==> src/dnc_pkg.sv <==
// shared constants and types for the drive network command bank
package dnc_pkg;

	// ---------------------------------------------------------------
	// parameter indices
	// ---------------------------------------------------------------
	localparam logic [2:0] IDX_CMD_WORD  = 3'h0;
	localparam logic [2:0] IDX_SPEED_REF = 3'h1;
	localparam logic [2:0] IDX_DO_SET    = 3'h2;
	localparam logic [2:0] IDX_AO_ONE    = 3'h3;
	localparam logic [2:0] IDX_AO_TWO    = 3'h4;
	localparam logic [2:0] IDX_AO_THREE  = 3'h5;

	// ---------------------------------------------------------------
	// field layouts and reset values
	// ---------------------------------------------------------------
	localparam int         CMD_USED_W    = 8;
	localparam int         DO_USED_W     = 5;
	localparam int         AO_COUNT      = 3;
	localparam logic [15:0] CMD_RESET    = 16'h0000;
	localparam logic [15:0] WORD_RESET   = 16'h0000;
	localparam logic [15:0] DO_MAX       = 16'h001F;
	localparam logic [15:0] SPEED_RATED  = 16'h2000;
	localparam logic [15:0] SPEED_POS_MAX = 16'h7FFF;
	localparam logic [15:0] SPEED_NEG_MAX = 16'h8000;
	localparam logic [15:0] AO_FULL      = 16'h7FFF;

	// analog output function selection codes
	localparam logic [1:0] AO_SEL_NONE   = 2'h0;
	localparam logic [1:0] AO_SEL_ONE    = 2'h1;
	localparam logic [1:0] AO_SEL_TWO    = 2'h2;
	localparam logic [1:0] AO_SEL_THREE  = 2'h3;

	// command word bits, bit 0 last
	typedef struct packed {
		logic fault_reset;
		logic quick_stop;
		logic second_ramp;
		logic local_remote_select;
		logic inching_function;
		logic speed_direction;
		logic general_enable;
		logic run_stop;
	} dnc_cmd_s;

	typedef struct packed {
		logic        valid;
		logic        from_network;
		logic [2:0]  index;
		logic [15:0] data;
	} dnc_wr_s;

	typedef enum logic [1:0] {
		DNC_IDLE,
		DNC_FAULT_WAIT,
		DNC_RESET_SENT
	} dnc_frst_e;

endpackage

==> src/dnc_bank.sv <==
// network-writable command parameter bank of a motor drive
`timescale 1ns/1ps
`default_nettype none

// How it works
// - 16-bit word resets to zero; network-only writes; 15..8 reserved.
// - command bits act only while command source is the network.
// - bit 0 low decelerates to stop, high accelerates toward reference.
// - bit 1 low disables drive and supply, high enables operation.
// - bit 2 high follows reference direction, low runs opposite.
// - bit 3 enables or disables the inching function.
// - bit 4 selects remote mode when set, local when clear.
// - bit 5 selects the second ramp time pair, else the first.
// - bit 6 quick stop, blocked in scalar or voltage vector control.
// - bit 7 high during a fault performs one fault reset.
// - speed reference signed, 2000h equals rated frequency, linear.
// - speed reference applied only when reference source is network; its sign feeds dir_forward_r under any reference source.
// - direction is reference sign combined with bit 2.
// - speed reference limited to four times synchronous speed.
// - output setting bits 0..4 close outputs one to five.
// - an output follows its bit only when its function selects it.
// - output setting writes accepted only from the network.
// - analog words: zero is 0 percent, 7FFFh is 100 percent.
// - analog output uses a word only when its selection names it.
// - analog words writable only from the network.
module dnc_bank
	import dnc_pkg::*;
(
	input  wire logic                core_clk,
	input  wire logic                rst_b,
	input  wire dnc_wr_s             wr_req,
	input  wire logic                rd_en,
	input  wire logic [2:0]          rd_index,
	input  wire logic                cmd_src_network,
	input  wire logic                ref_src_network,
	input  wire logic                scalar_or_vector_ctrl,
	input  wire logic                fault_active,
	input  wire logic [4:0]          do_func_uses_word,
	input  wire logic [5:0]          ao_func_sel,
	output logic [15:0]              rd_data_r,
	output logic                     rd_valid_r,
	output logic                     wr_refused_r,
	output logic                     run_accel_r,
	output logic                     drive_enable_r,
	output logic                     dir_forward_r,
	output logic                     inching_en_r,
	output logic                     remote_mode_r,
	output logic                     second_ramp_r,
	output logic                     quick_stop_r,
	output logic                     fault_reset_r,
	output logic [15:0]              speed_ref_r,
	output logic                     speed_ref_valid_r,
	output logic [4:0]               digital_out_r,
	output logic [4:0]               digital_out_net_r,
	output logic [47:0]              ao_level_r,
	output logic [2:0]               ao_net_r
);

	// ---------------------------------------------------------------
	// helpers
	// ---------------------------------------------------------------
	// network values already saturate at the word limits, so the
	// four-times bound coincides with the 16-bit range
	function automatic logic [15:0] speed_limit(input logic [15:0] v);
		logic signed [16:0] s;
		s = {v[15], v};
		if (s > $signed({1'b0, SPEED_POS_MAX}))
			speed_limit = SPEED_POS_MAX;
		else if (s < $signed({1'b1, SPEED_NEG_MAX}))
			speed_limit = SPEED_NEG_MAX;
		else
			speed_limit = v;
	endfunction

	// negative analog words mean below 0 percent; clamp to zero
	function automatic logic [15:0] ao_scale(input logic [15:0] v);
		ao_scale = v[15] ? WORD_RESET : (v & AO_FULL);
	endfunction

	// ---------------------------------------------------------------
	// parameter storage
	// ---------------------------------------------------------------
	dnc_cmd_s                cmd_r;
	logic [15:0]             speed_word_r;
	logic [DO_USED_W-1:0]    do_word_r;
	logic [15:0]             ao_word_r [AO_COUNT];
	logic                    wr_ok;
	dnc_frst_e               frst_r;
	logic                    frst_fire;

	// panel or other local sources see these words as read-only
	assign wr_ok = wr_req.valid & wr_req.from_network;

	always_ff @(posedge core_clk) begin
		if (!rst_b) begin
			cmd_r <= dnc_cmd_s'(CMD_RESET[CMD_USED_W-1:0]);
		end else if (wr_ok && wr_req.index == IDX_CMD_WORD) begin
			cmd_r <= dnc_cmd_s'(wr_req.data[CMD_USED_W-1:0]);
		end
	end

	always_ff @(posedge core_clk) begin
		if (!rst_b) begin
			speed_word_r <= WORD_RESET;
		end else if (wr_ok && wr_req.index == IDX_SPEED_REF) begin
			speed_word_r <= wr_req.data;
		end
	end

	always_ff @(posedge core_clk) begin
		if (!rst_b) begin
			do_word_r <= WORD_RESET[DO_USED_W-1:0];
		end else if (wr_ok && wr_req.index == IDX_DO_SET) begin
			do_word_r <= wr_req.data[DO_USED_W-1:0];
		end
	end

	always_ff @(posedge core_clk) begin
		if (!rst_b) begin
			for (int i = 0; i < AO_COUNT; i++)
				ao_word_r[i] <= WORD_RESET;
		end else if (wr_ok) begin
			if (wr_req.index == IDX_AO_ONE)
				ao_word_r[0] <= wr_req.data;
			if (wr_req.index == IDX_AO_TWO)
				ao_word_r[1] <= wr_req.data;
			if (wr_req.index == IDX_AO_THREE)
				ao_word_r[2] <= wr_req.data;
		end
	end

	// local writes and writes to absent indices are flagged, not stored
	always_ff @(posedge core_clk) begin
		if (!rst_b)
			wr_refused_r <= 1'b0;
		else
			wr_refused_r <= wr_req.valid &
				(!wr_req.from_network || wr_req.index > IDX_AO_THREE);
	end

	// ---------------------------------------------------------------
	// read port
	// ---------------------------------------------------------------
	always_ff @(posedge core_clk) begin
		if (!rst_b) begin
			rd_data_r  <= WORD_RESET;
			rd_valid_r <= 1'b0;
		end else begin
			rd_valid_r <= rd_en;
			case (rd_index)
			IDX_CMD_WORD:  rd_data_r <= {8'h00, cmd_r};
			IDX_SPEED_REF: rd_data_r <= speed_word_r;
			IDX_DO_SET:    rd_data_r <= {11'h000, do_word_r};
			IDX_AO_ONE:    rd_data_r <= ao_word_r[0];
			IDX_AO_TWO:    rd_data_r <= ao_word_r[1];
			IDX_AO_THREE:  rd_data_r <= ao_word_r[2];
			default:       rd_data_r <= WORD_RESET;
			endcase
		end
	end

	// ---------------------------------------------------------------
	// drive commands
	// ---------------------------------------------------------------
	// with another command source the network bits are held off, but cmd_r
	// keeps the stale word, so it acts again when the source switches back
	always_ff @(posedge core_clk) begin
		if (!rst_b) begin
			run_accel_r    <= 1'b0;
			drive_enable_r <= 1'b0;
			inching_en_r   <= 1'b0;
			remote_mode_r  <= 1'b0;
			second_ramp_r  <= 1'b0;
			quick_stop_r   <= 1'b0;
		end else begin
			run_accel_r    <= cmd_src_network & cmd_r.run_stop;
			drive_enable_r <= cmd_src_network & cmd_r.general_enable;
			inching_en_r   <= cmd_src_network & cmd_r.inching_function;
			remote_mode_r  <= cmd_src_network &
				cmd_r.local_remote_select;
			second_ramp_r  <= cmd_src_network & cmd_r.second_ramp;
			quick_stop_r   <= cmd_src_network & cmd_r.quick_stop &
				!scalar_or_vector_ctrl;
		end
	end

	// zero reference counts as positive for the direction decision
	always_ff @(posedge core_clk) begin
		if (!rst_b)
			dir_forward_r <= 1'b0;
		else if (cmd_src_network)
			dir_forward_r <= cmd_r.speed_direction ^ speed_word_r[15];
	end

	// one reset pulse per fault; holding the bit does not repeat it
	assign frst_fire = frst_r == DNC_FAULT_WAIT && fault_active &&
		cmd_src_network && cmd_r.fault_reset;

	always_ff @(posedge core_clk) begin
		if (!rst_b) begin
			frst_r <= DNC_IDLE;
		end else begin
			case (frst_r)
			DNC_IDLE:       if (fault_active) frst_r <= DNC_FAULT_WAIT;
			DNC_FAULT_WAIT: if (frst_fire) frst_r <= DNC_RESET_SENT;
				else if (!fault_active) frst_r <= DNC_IDLE;
			DNC_RESET_SENT: if (!fault_active) frst_r <= DNC_IDLE;
			default:        frst_r <= DNC_IDLE;
			endcase
		end
	end

	always_ff @(posedge core_clk) begin
		if (!rst_b)
			fault_reset_r <= 1'b0;
		else
			fault_reset_r <= frst_fire;
	end

	// ---------------------------------------------------------------
	// speed reference
	// ---------------------------------------------------------------
	always_ff @(posedge core_clk) begin
		if (!rst_b) begin
			speed_ref_r       <= WORD_RESET;
			speed_ref_valid_r <= 1'b0;
		end else begin
			speed_ref_valid_r <= ref_src_network;
			speed_ref_r       <= ref_src_network ?
				speed_limit(speed_word_r) : WORD_RESET;
		end
	end

	// ---------------------------------------------------------------
	// digital and analog outputs
	// ---------------------------------------------------------------
	// outputs not assigned to the word read open here; the owner of the
	// other function drives the real pin from its own source
	always_ff @(posedge core_clk) begin
		if (!rst_b) begin
			digital_out_r     <= 5'h00;
			digital_out_net_r <= 5'h00;
		end else begin
			digital_out_r     <= do_word_r & do_func_uses_word;
			digital_out_net_r <= do_func_uses_word;
		end
	end

	always_ff @(posedge core_clk) begin
		if (!rst_b) begin
			ao_level_r <= 48'h000000000000;
			ao_net_r   <= 3'h0;
		end else begin
			for (int k = 0; k < AO_COUNT; k++) begin
				case (ao_func_sel[2*k +: 2])
				AO_SEL_ONE:   ao_level_r[16*k +: 16] <= ao_scale(ao_word_r[0]);
				AO_SEL_TWO:   ao_level_r[16*k +: 16] <= ao_scale(ao_word_r[1]);
				AO_SEL_THREE: ao_level_r[16*k +: 16] <= ao_scale(ao_word_r[2]);
				default:      ao_level_r[16*k +: 16] <= WORD_RESET;
				endcase
				ao_net_r[k] <= ao_func_sel[2*k +: 2] != AO_SEL_NONE;
			end
		end
	end
endmodule

`default_nettype wire

==> config.mk <==
export PLATFORM = sky130hd
export DESIGN_NAME = dnc_bank
export DESIGN_NICKNAME = d
export VERILOG_FILES = /design/src/dnc_pkg.sv /design/src/dnc_bank.sv
export SDC_FILE = /design/constraint.sdc
export NUM_CORES = 1
export LEC_CHECK = 0
export ABC_AREA = 0
export ABC_CLOCK_PERIOD_IN_PS = 3310
export BUFFER_PORTS_ARGS = -buffer_cell sky130_fd_sc_hd__clkbuf_2
export CORE_ASPECT_RATIO = 0.6
export CORE_MARGIN = 1.5
export CORE_UTILIZATION = 57
export CTS_BUF_LIST = sky130_fd_sc_hd__clkbuf_2
export DETAILED_ROUTE_END_ITERATION = 7
export HOLD_SLACK_MARGIN = 0.06
export PLACE_DENSITY_LB_ADDON = 0.1
export SYNTH_ARGS = -nofsm -noshare
export SYNTH_HDL_FRONTEND = slang
export SYNTH_SLANG_ARGS = --single-unit
==> constraint.sdc <==
create_clock -name core_clk -period 3.31 [get_ports core_clk]
set_input_delay 0.8275 -clock core_clk [delete_from_list [all_inputs] [get_ports core_clk]]
set_output_delay 0.8275 -clock core_clk [all_outputs]
set_load 0.005 [all_outputs]
== Yosys cells after proc, flatten, opt, wreduce, memory -nomap -nowiden ==
Memories as Yosys holds them, arrays and structs flattened.
Index checks and enable logic that the tools add are counted.

* Reductions and logical operators: 17
* Equal/unequal tests: 22
* Add/sub/neg operators: 0
* Div/mod/pow operators: 0
* Magnitude comparators: 3
* Shift operators: 0
* $mul: 0
* Bitwise operators: 16
* Muxes and demuxes: 29

{| class="wikitable"
|+ Operator list
! cell !! count
|-
| $pmux W15 S3 || 3
|-
| $pmux W16 S6 || 1
|-
| $mux W16 || 4
|-
| $mux W15 || 4
|-
| $gt A16 B16 Y1 const B || 1
|-
| $lt A16 B16 Y1 const B || 1
|-
| $eq A2 B2 Y1 const B || 7
|-
| $mux W1 || 13
|-
| $eq A3 B2 Y1 const B || 4
|-
| $eq A3 B3 Y1 const B || 4
|-
| $and A1 B1 Y1 || 9
|-
| $eq A2 B1 Y1 const B || 4
|-
| $eq A3 B1 Y1 const B || 2
|-
| $logic_and A1 B1 Y1 || 6
|-
| $logic_not A3 Y1 || 2
|-
| $mux W2 || 3
|-
| $pmux W2 S3 || 1
|-
| $reduce_bool A2 Y1 || 3
|-
| $and A5 B5 Y5 || 1
|-
| $gt A3 B3 Y1 const B || 1
|-
| $or A1 B1 Y1 || 3
|-
| $reduce_or A3 Y1 || 1
|-
| $logic_not A1 Y1 || 2
|-
| $logic_not A2 Y1 || 1
|-
| other kinds (5) || 6
|}

* Bits in latches: 0
* Memories: 1
* RAM bits: 48
* Output and inout bits: 104
* Flip-flop bits (word level): 135
* Memory bits (read-only): 0
* Word-level logic and storage cells: 117

{| class="wikitable"
|+ Memories
! name !! words !! width !! read ports !! clocked after Yosys merged registers in !! wr ports !! RTL line !! source
|-
| ao_word_r || 3 || 16 || 3 || 0 || 3 || dnc_bank.sv:86 || <nowiki>logic [15:0] ao_word_r [AO_COUNT];</nowiki>
|}

== Longest topological paths before layout ==
* Depth in word-level cells: 6
* Mapped depth: 6

== Worst setup path before layout ==
No wires, ideal clock.

* Path type: input port to flip-flop
* Start point: input wr_req[17] (netlist name)
* End point: memory ao_word_r[1][0], in the netlist ao_word_r[0][16] (enable)
* Arrival: 2.557 ns
* Slack: 0.341 ns
* Data required time: 2.899 ns
* Buffers on the path: 2
* Stages on the path: 5
* Library setup time: 0.411 ns
* Cell sequence: and3b_1 buf_4 buf_2 nand2_1 o21ai_0

{| class="wikitable"
|+ RTL lines
! what !! RTL line !! source
|-
| start, declared || dnc_bank.sv:31 || <nowiki>input wire dnc_wr_s wr_req,</nowiki>
|-
| end, declared || dnc_bank.sv:86 ||
|}

== Final worst setup path ==
* Start point: register ao_level_r[44]
* End point: output ao_level_r[44]

{| class="wikitable"
|+ RTL lines
! what !! RTL line !! source
|-
| start, declared || dnc_bank.sv:55 || <nowiki>output logic [47:0] ao_level_r,</nowiki>
|-
| start signal, assigned by index || dnc_bank.sv:256 || <nowiki>AO_SEL_ONE: ao_level_r[16*k +: 16] <= ao_scale(ao_word_r[0]);</nowiki>
|-
| start signal, assigned by index || dnc_bank.sv:257 || <nowiki>AO_SEL_TWO: ao_level_r[16*k +: 16] <= ao_scale(ao_word_r[1]);</nowiki>
|-
| start signal, assigned by index || dnc_bank.sv:258 || <nowiki>AO_SEL_THREE: ao_level_r[16*k +: 16] <= ao_scale(ao_word_r[2]);</nowiki>
|}

No word-level cell between the ends.

==> metrics.md <==
| Metric | Value |
|---|---|
| Core Region | 13100 µm² |
| Share of the core filled with cells | 66.3% |
| DR DRC count | 0 |
| Root Driver | clkbuf_2 |
| Vias | 6139 |
| Maximum root-to-sink buffer count | 2 |
| Post-synthesis sequential area ratio | 52.7% |
| Delay-heaviest family, CP | flip-flops |
| Top_reg_cell synth | dfxtp_1 |
| Post-Place Cells | 997 |
| Final GP Congestion | 0.897 |
| TritonCTS clock tree | done |
| Number of buffers inserted during clock tree synthesis | 17 |
| Critical Path Source Type | flip-flop |
| Detailed Place HPWL | 13600 µm |
| Final ANT Viol Nets | 0 |
| Peak VDD IR | 290 µV |
| Post-CTS resize count | 0 |
| Power per cell area | 452 nW/µm² |
| Critical path class | reg -> out |
| Warnings from Yosys | 0 |
| Rows | 32 |
| Global-route wire length before repair | 30300 µm |
| Worst-margin pin slew | 1.19 ns |
| Final Max Slew Viols | 0 |
| EDFF count, synth | 48 |
| Min-delay worst type | in -> reg |
| Vias per cell | 5.97 |
| F_max | 470 MHz |
| WP buf/inv | 1 |
| Via count of the first global-routing pass | 5822 |
| Slew headroom | 20.4% |
| Period utilization | 64.2% |
| Yosys top cell by area | dfxtp_1 |
| Top cells by area, synth | dfxtp_1 (34%), edfxtp_1 (19%), a21boi_0 (6.6%), and3b_1 (5.2%), o21ai_0 (4.9%) |
| Fraction of layout cells with a size suffix above 1 | 22.4% |
| CTS HTree Levels | 4 |
| Clock sink count | 180 |
| Synthesis-to-finish area growth | 11.8% |
| Pre-antenna DRT Iters | 5 |
| Outcome | completed |
| Top-area cell type share of the netlist area | 34.1% |
| Data required time of the critical path | 2.48 ns |
| Final setup violating endpoints | 0 |
| CP Max Fanout | 1 |
| DP Area | 8430 µm² |
| Drt total wl | 19200 µm |
| Die width | 153 µm |
| Total global-route track usage | 27.3% |
| Arrival time worst endpoint | 1.30 ns |
| Final min period | 2.13 ns |
| Initial DRC count | 447 |
| Worst path cell trace | clkbuf_2 |
| Final Non-Filler Cells | 1029 |
| #FFs+latches synth | 180 |
| Most common cell in the netlist | dfxtp_1 |
| Initial core utilization | 59.3% |
| RSZ-0062 raised after global routing | false |
| Synth cell count leaders | dfxtp_1 (132), o21ai_0 (76), a21boi_0 (68) |
| Maxcap violations | 0 |
| Final hold violations | 0 |
| Skew final | 0.0343 ns |
| Setup TNS | 0 ns |
| Clk_lat worst skew | 0.75 ns |
| Hold slack | 0.178 ns |
| Wirelength per Cell | 18.7 µm |
| Largest net degree at the start of global routing | 98 |
| Leak | 3.62 nW |
| Die footprint | 14300 µm² |
| Worst-path clk slew | 0.28 ns |
| Crit path max-delay cell type | dfxtp_1 |
| Port Buffers | 142 |
| Cell area after layout | 8660 µm² |
| I/O pin total | 146 |
| Mapped Area | 7740 µm² |
| Mapped Cells | 740 |
| Total gr overflow | 0 |
| CTS Hold Bufs | 0 |
| Post-CTS setup buffer count | 0 |
| Asr flop ratio synth | 0% |
| CP endpoint kind | output pin |
| Synth cell types | 39 |
| N_diodes | 0 |
| Synth Area per Inst | 10.5 µm² |
| Largest stage delay on the critical path | 0.42 ns |
| Die Y | 93.3 µm |
| Antenna violations before repair | 0 |
| # nets final | 888 |
## flip-flops by register name, summed over array words and instances, names as in the netlist, 5 cells and up
register / flops
digital_out_r: 5
digital_out_net_r: 5
cmd_r: 8
ao_word_r: 48
speed_word_r: 16
ao_level_r: 45
do_word_r: 5
rd_data_r: 16
speed_ref_r: 16
## layout make-up
class                           instances  area [µm²]
Sequential cell                       180        4080
Timing Repair Buffer                  150         783
Fill cell                            1027        4400
Multi-Input combinational cell        497        3350
Tap cell                              170         213
Clock buffer                           17        85.1
Clock inverter                         15         139
## logic make-up after synthesis
group | count (synthesis) | share of synthesized area (%)
AND/OR/NAND/NOR | 286 | 23.6
flip-flops | 180 | 52.7
AO/OA/AOI/OAI | 174 | 14.4
buffers and inverters | 65 | 4.07
multiplexers | 33 | 5.09
XOR/XNOR | 1 | 0.113
other | 1 | 0.0484
## layout by cell type (no fill, tap or decap), types with 2 or more instances in the layout
| cell | n |
|---|---|
| a21boi_0 | 68 |
| a21boi_1 | 6 |
| and2_1 | 31 |
| and2b_1 | 3 |
| and3_1 | 27 |
| and3b_1 | 46 |
| buf_4 | 7 |
| clkbuf_2 | 158 |
| clkinv_4 | 3 |
| clkinvlp_4 | 2 |
| conb_1 | 3 |
| dfxtp_1 | 132 |
| edfxtp_1 | 48 |
| inv_4 | 3 |
| inv_6 | 2 |
| inv_8 | 4 |
| mux2i_1 | 27 |
| mux4_2 | 5 |
| nand2_1 | 38 |
| nand2b_1 | 3 |
| nand3_1 | 35 |
| nand3b_1 | 17 |
| nor2_1 | 12 |
| nor2b_1 | 21 |
| nor3_1 | 3 |
| nor3b_1 | 47 |
| o21a_1 | 9 |
| o21ai_0 | 74 |
| o21ai_1 | 2 |
| o22ai_1 | 9 |
| o31a_1 | 2 |
## where the power goes
| group | total (mW) | internal [mW] | switching (mW) |
|---|---|---|---|
| Sequential | 2.43 | 2.35 | 0.0718 |
| Combinational | 0.405 | 0.175 | 0.230 |
| Clock | 1.08 | 0.236 | 0.848 |
## worst paths after layout
path,from,end,slack (ns),depth (start not counted)
max,ao_level_r[44],ao_level_r[44],1.18,1
min,scalar_or_vector_ctrl,quick_stop_r,0.18,2
max reg2reg,ao_word_r[0][47],ao_level_r[38],1.42,3
min reg2reg,frst_r[1],frst_r[0],0.48,1
## per-stage QoR
step           setup WS, ns  total power [mW]
5_1_grt                1.09              4.07
2_1_floorplan         0.341              2.70
3_5_place_dp          0.935              2.87
6_report               1.18              3.92
4_1_cts                1.13              3.92
3_3_place_gp          0.992              2.85
## metal layers
| metal | global-route usage, % | vias up | part of all wire, % |
|---|---|---|---|
| met2 | 45.0 | 273 | 48 |
| met4 | 7.28 | 0 | 1.1 |
| met3 | 6.07 | 24 | 7.8 |
| met1 | 36.6 | 2998 | 43 |
| met5 | 0 | - | 0 |
| li1 | - | 2844 | - |
No activity file was read; power rests on OpenSTA's default activity.
